==> src/prsd_pkg.sv <==
/*
 * constants for the pll reference select and divide block: register map,
 * field positions, reset values, monitor codes and the loss timeout.
 * assumes a 50 MHz ref_clk and a byte-wide register port.
 */
package prsd_pkg;
    // ********************************
    // register map
    // ********************************
    localparam logic [9:0] ADDR_RDIV_LOW  = 10'h011;
    localparam logic [9:0] ADDR_RDIV_HIGH = 10'h012;
    localparam logic [9:0] ADDR_BIAS_CTRL = 10'h018;
    localparam logic [9:0] ADDR_MON_CTRL  = 10'h01b;
    localparam logic [9:0] ADDR_SEL_CTRL  = 10'h01c;
    localparam logic [7:0] RST_VAL_8      = 8'h00;
    // ref_input_bias_ctrl fields
    localparam int BIAS_R_RESET   = 0;
    localparam int BIAS_SHARE_RST = 1;
    localparam int BIAS_XTAL_EN   = 6;
    localparam int BIAS_DC_OFFSET = 7;
    // ref_select_ctrl fields
    localparam int SEL_DIFF       = 0;
    localparam int SEL_FIRST_ON   = 1;
    localparam int SEL_SECOND_ON  = 2;
    localparam int SEL_MAN_SECOND = 3;
    localparam int SEL_USE_PIN    = 4;
    localparam int SEL_AUTO       = 5;
    localparam int SEL_PREF_SEC   = 6;
    localparam int SEL_DEGL_DIS   = 7;
    // ref_monitor_ctrl fields; bits 7:4 read back live state
    localparam int MON_SRC_LSB    = 0;
    localparam int MON_USE_STATUS = 3;
    localparam logic [2:0] MON_FIRST_BAD  = 3'h7;
    localparam logic [2:0] MON_SECOND_BAD = 3'h6;
    localparam logic [2:0] MON_HIGH       = 3'h1;
    // ********************************
    // timing
    // ********************************
    localparam int CLK_PERIOD_NS  = 20;
    localparam int REF_TIMEOUT_NS = 1000;
    localparam logic [7:0] REF_TIMEOUT_CYC =
        8'(REF_TIMEOUT_NS / CLK_PERIOD_NS);
    localparam int RDIV_W = 14;
endpackage

==> src/prsd_ref_path.sv <==
/*
 * reference input enables, switchover with deglitch, loss monitor and the
 * 14-bit reference divider feeding the phase-frequency detector.
 * assumes reference and pin inputs are synchronous to ref_clk and that a
 * serial-port front end drives the byte register port.
 */
// Operation
// - every reference input is off after power-up until enabled
// - reference select register chooses differential or single-ended type
// - offset bit lowers single-ended bias so stopped inputs do not chatter
// - each single-ended buffer has its own power-down control
// - differential receiver off unless selected and pll powered up
// - single-ended buffer off on pll power-down or its own power-down
// - differential type forces both single-ended buffers off
// - crystal enable bit turns on the maintaining amplifier
// - switching between references only in dual single-ended mode
// - manual switchover from register bit or reference-choose pin
// - monitor high while first reference invalid, then second selected
// - revertive: monitor drops and first reference used again when valid
// - status input may drive auto switch; second may be preferred
// - deglitch blocks misaligned edges until new reference edge arrives
// - a control bit disables the switchover deglitch
// - no nonrevertive automatic mode; always returns to preferred
// - 14-bit divider ratio written over two register addresses
// - ratio zero or one divides by one
// - divided reference drives the phase-frequency detector input
// - divider reset by own bit, shared counter bit or sync
`timescale 1ns/100ps
`default_nettype none
module prsd_ref_path
    import prsd_pkg::*;
(
    // clock and reset
    input  wire logic       ref_clk,
    input  wire logic       rst,
    // register port
    input  wire logic [9:0] reg_addr,
    input  wire logic [7:0] reg_wdata,
    input  wire logic       reg_we,
    input  wire logic       reg_re,
    output logic      [7:0] reg_rdata,
    // reference pins and system controls
    input  wire logic       first_reference,
    input  wire logic       second_reference,
    input  wire logic       ref_choose_pin,
    input  wire logic       status_in,
    input  wire logic       pll_power_down,
    input  wire logic       sync_pulse,
    // analog controls and monitor
    output logic            diff_rx_pd,
    output logic            first_ref_pd,
    output logic            second_ref_pd,
    output logic            dc_offset_en,
    output logic            crystal_amp_enable,
    output logic            ref_loss_monitor_out,
    output logic            second_active,
    // to phase-frequency detector
    output logic            pfd_ref_out
);
    typedef enum logic [1:0] {
        DG_PASS = 2'b01,
        DG_WAIT = 2'b10
    } prsd_dg_t;

    // ********************************
    // registers
    // ********************************
    logic [7:0] rdiv_low_reg;
    logic [7:0] rdiv_high_reg;
    logic [7:0] bias_reg;
    logic [7:0] mon_reg;
    logic [7:0] sel_reg;

    always_ff @(posedge ref_clk)
    begin
        if (rst)
        begin
            rdiv_low_reg  <= RST_VAL_8;
            rdiv_high_reg <= RST_VAL_8;
            bias_reg      <= RST_VAL_8;
            mon_reg       <= RST_VAL_8;
            sel_reg       <= RST_VAL_8;
        end
        else if (reg_we)
        begin
            case (reg_addr)
                ADDR_RDIV_LOW:  rdiv_low_reg  <= reg_wdata;
                ADDR_RDIV_HIGH: rdiv_high_reg <= {2'b00, reg_wdata[5:0]};
                ADDR_BIAS_CTRL: bias_reg      <= reg_wdata;
                ADDR_MON_CTRL:  mon_reg       <= {4'h0, reg_wdata[3:0]};
                ADDR_SEL_CTRL:  sel_reg       <= reg_wdata;
                default:        ;
            endcase
        end
    end

    // ********************************
    // input enables and power-down
    // ********************************
    logic diff_mode;
    logic first_on;
    logic second_on;
    assign diff_mode = sel_reg[SEL_DIFF];
    // differential uses the first pin pair; it needs the first enable bit too
    assign first_on  = sel_reg[SEL_FIRST_ON] && !pll_power_down;
    assign second_on = sel_reg[SEL_SECOND_ON] && !pll_power_down
                       && !diff_mode;

    always_ff @(posedge ref_clk)
    begin
        if (rst)
        begin
            diff_rx_pd    <= 1'b1;
            first_ref_pd  <= 1'b1;
            second_ref_pd <= 1'b1;
        end
        else
        begin
            diff_rx_pd    <= !(diff_mode && first_on);
            first_ref_pd  <= !first_on || diff_mode;
            second_ref_pd <= !second_on;
        end
    end

    always_ff @(posedge ref_clk)
    begin
        if (rst)
        begin
            dc_offset_en       <= 1'b0;
            crystal_amp_enable <= 1'b0;
        end
        else
        begin
            dc_offset_en       <= bias_reg[BIAS_DC_OFFSET];
            crystal_amp_enable <= bias_reg[BIAS_XTAL_EN];
        end
    end

    // ********************************
    // edge detect and loss monitor
    // ********************************
    logic       first_d_reg;
    logic       second_d_reg;
    logic       first_edge;
    logic       second_edge;
    logic [7:0] first_idle_reg;
    logic [7:0] second_idle_reg;
    logic       first_bad;
    logic       second_bad;

    assign first_edge  = first_on && first_reference && !first_d_reg;
    assign second_edge = second_on && second_reference && !second_d_reg;
    assign first_bad   = (first_idle_reg >= REF_TIMEOUT_CYC);
    assign second_bad  = (second_idle_reg >= REF_TIMEOUT_CYC);

    // counter saturates so a long outage never wraps back to valid
    function automatic logic [7:0] idle_next(input logic [7:0] cnt,
                                             input logic edge_seen);
        if (edge_seen)
            idle_next = 8'h00;
        else if (cnt >= REF_TIMEOUT_CYC)
            idle_next = cnt;
        else
            idle_next = cnt + 8'h01;
    endfunction

    always_ff @(posedge ref_clk)
    begin
        if (rst)
        begin
            first_d_reg     <= 1'b0;
            second_d_reg    <= 1'b0;
            first_idle_reg  <= REF_TIMEOUT_CYC;
            second_idle_reg <= REF_TIMEOUT_CYC;
        end
        else
        begin
            first_d_reg     <= first_reference;
            second_d_reg    <= second_reference;
            first_idle_reg  <= idle_next(first_idle_reg, first_edge);
            second_idle_reg <= idle_next(second_idle_reg, second_edge);
        end
    end

    logic mon_next;
    always_comb
    begin
        case (mon_reg[MON_SRC_LSB +: 3])
            MON_FIRST_BAD:  mon_next = first_bad;
            MON_SECOND_BAD: mon_next = second_bad;
            MON_HIGH:       mon_next = 1'b1;
            default:        mon_next = 1'b0;
        endcase
    end

    always_ff @(posedge ref_clk)
    begin
        if (rst)
            ref_loss_monitor_out <= 1'b0;
        else
            ref_loss_monitor_out <= mon_next;
    end

    // ********************************
    // switchover choice
    // ********************************
    logic switch_cmd;
    logic want_second;
    assign switch_cmd = mon_reg[MON_USE_STATUS] ? status_in
                                                : ref_loss_monitor_out;
    always_comb
    begin
        if (diff_mode)
            want_second = 1'b0;
        else if (sel_reg[SEL_AUTO])
            // revertive only: command released means preferred again
            want_second = sel_reg[SEL_PREF_SEC] ? !switch_cmd
                                                : switch_cmd;
        else if (sel_reg[SEL_USE_PIN])
            want_second = ref_choose_pin;
        else
            want_second = sel_reg[SEL_MAN_SECOND];
    end

    // ********************************
    // deglitch
    // ********************************
    prsd_dg_t dg_reg;
    logic     sel_edge;
    logic     target_edge;
    assign target_edge = want_second ? second_edge : first_edge;
    assign sel_edge    = second_active ? second_edge : first_edge;

    // without a clock on the target the wait ends only when want_second reverts or differential is chosen: software's duty
    always_ff @(posedge ref_clk)
    begin
        if (rst)
        begin
            dg_reg        <= DG_PASS;
            second_active <= 1'b0;
        end
        else if (diff_mode)
        begin
            // differential owns the first pin pair; no wait for an edge
            dg_reg        <= DG_PASS;
            second_active <= 1'b0;
        end
        else
        begin
            case (dg_reg)
                DG_PASS:
                    if (want_second != second_active)
                    begin
                        if (sel_reg[SEL_DEGL_DIS])
                            second_active <= want_second;
                        else
                            dg_reg <= DG_WAIT;
                    end
                DG_WAIT:
                    if (want_second == second_active)
                        dg_reg <= DG_PASS;
                    else if (target_edge)
                    begin
                        second_active <= want_second;
                        dg_reg        <= DG_PASS;
                    end
                default:
                    dg_reg <= DG_PASS;
            endcase
        end
    end

    logic ref_edge;
    assign ref_edge = (dg_reg == DG_PASS) && sel_edge;

    // ********************************
    // reference divider
    // ********************************
    logic [RDIV_W-1:0] ratio;
    logic [RDIV_W-1:0] rcnt_reg;
    logic              rdiv_clr;
    assign ratio    = {rdiv_high_reg[5:0], rdiv_low_reg};
    assign rdiv_clr = bias_reg[BIAS_R_RESET] || bias_reg[BIAS_SHARE_RST]
                      || sync_pulse;

    always_ff @(posedge ref_clk)
    begin
        if (rst || rdiv_clr)
        begin
            rcnt_reg    <= '0;
            pfd_ref_out <= 1'b0;
        end
        else if (ref_edge)
        begin
            // zero and one both terminate on every edge
            if (ratio <= 14'h0001 || rcnt_reg >= ratio - 14'h0001)
            begin
                rcnt_reg    <= '0;
                pfd_ref_out <= 1'b1;
            end
            else
            begin
                rcnt_reg    <= rcnt_reg + 14'h0001;
                pfd_ref_out <= 1'b0;
            end
        end
        else
            pfd_ref_out <= 1'b0;
    end

    // ********************************
    // read back
    // ********************************
    always_ff @(posedge ref_clk)
    begin
        if (rst)
            reg_rdata <= RST_VAL_8;
        else if (reg_re)
        begin
            case (reg_addr)
                ADDR_RDIV_LOW:  reg_rdata <= rdiv_low_reg;
                ADDR_RDIV_HIGH: reg_rdata <= rdiv_high_reg;
                ADDR_BIAS_CTRL: reg_rdata <= bias_reg;
                ADDR_MON_CTRL:  reg_rdata <= {dg_reg == DG_WAIT,
                                    second_active, second_bad, first_bad,
                                    mon_reg[3:0]};
                ADDR_SEL_CTRL:  reg_rdata <= sel_reg;
                default:        reg_rdata <= RST_VAL_8;
            endcase
        end
    end
endmodule
`default_nettype wire

==> config.mk <==
export PLATFORM = sky130hd
export DESIGN_NAME = prsd_ref_path
export DESIGN_NICKNAME = d
export VERILOG_FILES = /design/src/prsd_pkg.sv /design/src/prsd_ref_path.sv
export SDC_FILE = /design/constraint.sdc
export NUM_CORES = 1
export LEC_CHECK = 0
export ABC_AREA = 1
export ABC_CLOCK_PERIOD_IN_PS = 4000
export BUFFER_PORTS_ARGS = -buffer_cell sky130_fd_sc_hd__buf_2
export CORE_MARGIN = 2
export CORE_UTILIZATION = 45
export CTS_BUF_LIST = sky130_fd_sc_hd__clkbuf_8
export CTS_CLUSTER_SIZE = 20
export DETAILED_ROUTE_END_ITERATION = 10
export PLACE_DENSITY = 0.72
export RECOVER_POWER = 25
export SETUP_SLACK_MARGIN = 0.1
export SLEW_MARGIN = 25
export SYNTH_ARGS = -nofsm -noshare
export SYNTH_HDL_FRONTEND = slang
export SYNTH_SLANG_ARGS = --single-unit
==> constraint.sdc <==
create_clock -name ref_clk -period 4 [get_ports ref_clk]
set_clock_uncertainty 0.15 [all_clocks]
set_input_delay 0.4 -clock ref_clk [delete_from_list [all_inputs] [get_ports ref_clk]]
set_output_delay 0.4 -clock ref_clk [all_outputs]
set_load 0.01 [all_outputs]
==> results.toml <==
[detailed_routing]
totalWireLength_um = 11200
wl_met2_um = 5460
wl_met1_um = 5110
drtAntennaViolNets = 0
firstDrtPassIters = 5
route.met3.wl_um = 437
top_layer = "met4"
num_vias = 4353
drc_errors = 0
wl_per_cell_um = 13.2
vias_per_cell = 5.10
drt_iter0_drc = 216

[sta]
setup_viol = 0
rsz0062_at_grt = "false"
slew-limit-headroom = 0.366
fin_crit_sh = 0.734
drv_slew = 0
hold_viol_final = 0
timing.fmax_ghz = 0.341
holdWs_ns = 0.0900
worst_pin_slew_ns = 0.945
final.min_clock_period_ns = 2.94
fin_setup_tns_ns = 0

[power_and_ir_drop]
power_density_nw_per_um2 = 303
ir_worst_vdd_mv = 0.149
power_leakage_nw = 2.29
power_w = 0.00158

[cts]
clock_sinks = 84
postCtsSetupBuffers = 0
clkTransAtPathRegs_ns = 0.09
cts-buffers-inserted = 9
root_buffer = "clkbuf_8"
ctsResizeCount = 0
htreeDepth = 3
cts_hold_buf = 0
insertion_delay_ns = 0.38
cts_tree = "yes"
clockBufferDepth = 2

[min_path]
hp-start = "first_reference"
whs_path_depth = 3
hold_end = "first_d_reg"
worstHoldPathType = "input port to register"

[logic_synthesis]
netlist.area_leader.share = 0.354
mappedNetlistArea_um2 = 4740
post-synth-top-area-cell = "dfxtp_1"
yosysSeqAreaShare = 0.354
synth-main-ff-cell = "dfxtp_1"
syn_nets = 717
synth_edf_count = 0
syn_inst = 668
syn_avg_cell_area_um2 = 7.10
ys_warn_count = 0
ys_ff_latch = 84
synth.distinct_cells = 40
synth.area.top_cells = "dfxtp_1, nand2_1, inv_1"
async_flop_share = 0

[setup_path]
worstSetupEndpointType = "register"
crit_required_ns = 4.11
crit_type = "register to register"
r2r_slack_ns = 1.06
cp.arrival_ns = 3.04
r2r-start = "rdiv_low_reg[0]"
r2r-end = "rcnt_reg[6]"
r2r_cells = 17
critPathLaunchType = "register"
cp_max_fo = 8

[die]
fp.dieW_um = 107
initial_utilization = 0.462
core_area_um2 = 10300
dieArea_um2 = 11400
num_rows = 37
ios = 44
die_y_um = 107

[final_layout]
layout-area-overhead-vs-synth_pct = 9.78
register_area_um2 = 1680
multi_input_area_um2 = 2530
layout_common_cells = "nand2_1, inv_1, dfxtp_1, nor2_1, o21ai_0"
layout_commonest_cell = "nand2_1"
fillers = 1025
largest_reg_flops = 14
num_antenna_cells = 0
nNetsFinal = 761
drive_above_1_share = 0.121

[place]
io_buffers = 43
hpwl_um = 8730
place_congestion = 0.866

[global_routing]
grt_pass1_wl_um = 19100
grt_overflow = 0
grt_max_degree = 39
grt.total_usage = 0.210
grt_pass1_vias = 4184
antenna_found_initial = 0

[status]
outcome = "complete, no violations"

[run]
maxCapViolations = 0
## cells in the mapped netlist (2+ instances only)
master    number
nand3_1       32
clkbuf_1       6
o311ai_0       4
nor3_2         2
o22ai_1        2
inv_2          5
ha_1          21
o21ai_0       54
nand2_2        8
o21bai_1       3
dfxtp_1       84
nand2_1      110
nor2_2        10
o21ai_1        8
nor2_4         9
nand3_2        5
nor2_1        72
inv_1        108
nor3_1        11
nand2_4        2
nand4_1       20
a21oi_1       53
xor2_1        19
buf_6          4
## stage by stage
| step | cells | utilization | worst slack [ns] | cell area (um2) |
|---|---|---|---|---|
| 6_report | 853 | 0.507 | 1.06 | 5210 |
| 5_1_grt | 853 | 0.507 | 0.769 | 5210 |
| 4_1_cts | 853 | 0.510 | 1.06 | 5250 |
| 3_5_place_dp | 837 | 0.493 | 1.09 | 5060 |
| 3_3_place_gp | 837 | 0.493 | 1.27 | 5060 |
| 2_1_floorplan | 668 | - | 1.44 | 4740 |
## report_power, final
group / switching (W) / internal, W / total, W
sequential: 0.0000144 / 0.000855 / 0.000869
combinational: 0.0000939 / 0.0000480 / 0.000142
clock: 0.000335 / 0.000234 / 0.000568
total: 0.000443 / 0.00114 / 0.00158
## worst max-delay path by stage
stage	startpoint	cells past startpoint	to
final	rdiv_low_reg[0]	17	rcnt_reg[6]
after global routing	rdiv_low_reg[0]	17	rcnt_reg[5]
after CTS	rdiv_low_reg[0]	17	rcnt_reg[6]
after detailed placement	rdiv_low_reg[0]	17	rcnt_reg[6]
after global placement	rdiv_low_reg[0]	17	rcnt_reg[5]
after floorplan	rdiv_low_reg[2]	15	rcnt_reg[1]
## cells by family after synthesis
family / share of synthesized area
flops: 0.354
simple gates: 0.304
mux: 0.00211
compound gates: 0.139
fa+ha+maj: 0.0554
xor+xnor: 0.0369
buf+inv: 0.108
## metal layers
metal	up-vias	track usage
met5	-	0
met4	0	0.0918
met3	18	0.0310
met2	99	0.352
met1	1994	0.267
li1	2242	-
## area by class of cell
cell class              count  share of cell area
well taps                 136              0.0327
clock buffers               9              0.0238
flip-flops and latches     84               0.323
multi-input cells         458               0.487
clock inverters             7              0.0110
repair buffers             44              0.0389
inverters                 115              0.0841
## worst max-delay path: stages, from the launching register on
cell	delay (ns)
dfxtp_1	0.35
inv_1	0.13
ha_1	0.23
nand3_1	0.14
nor3_2	0.22
nand3_1	0.15
xor2_1	0.16
inv_1	0.06
ha_1	0.27
nand2_1	0.05
inv_1	0.06
nand2_1	0.06
nor2_1	0.12
nand3_1	0.26
nand2_2	0.16
nand2_2	0.08
nand2_4	0.12
nor2_1	0.06
Note: power is estimated with default switching activity, not from simulation.
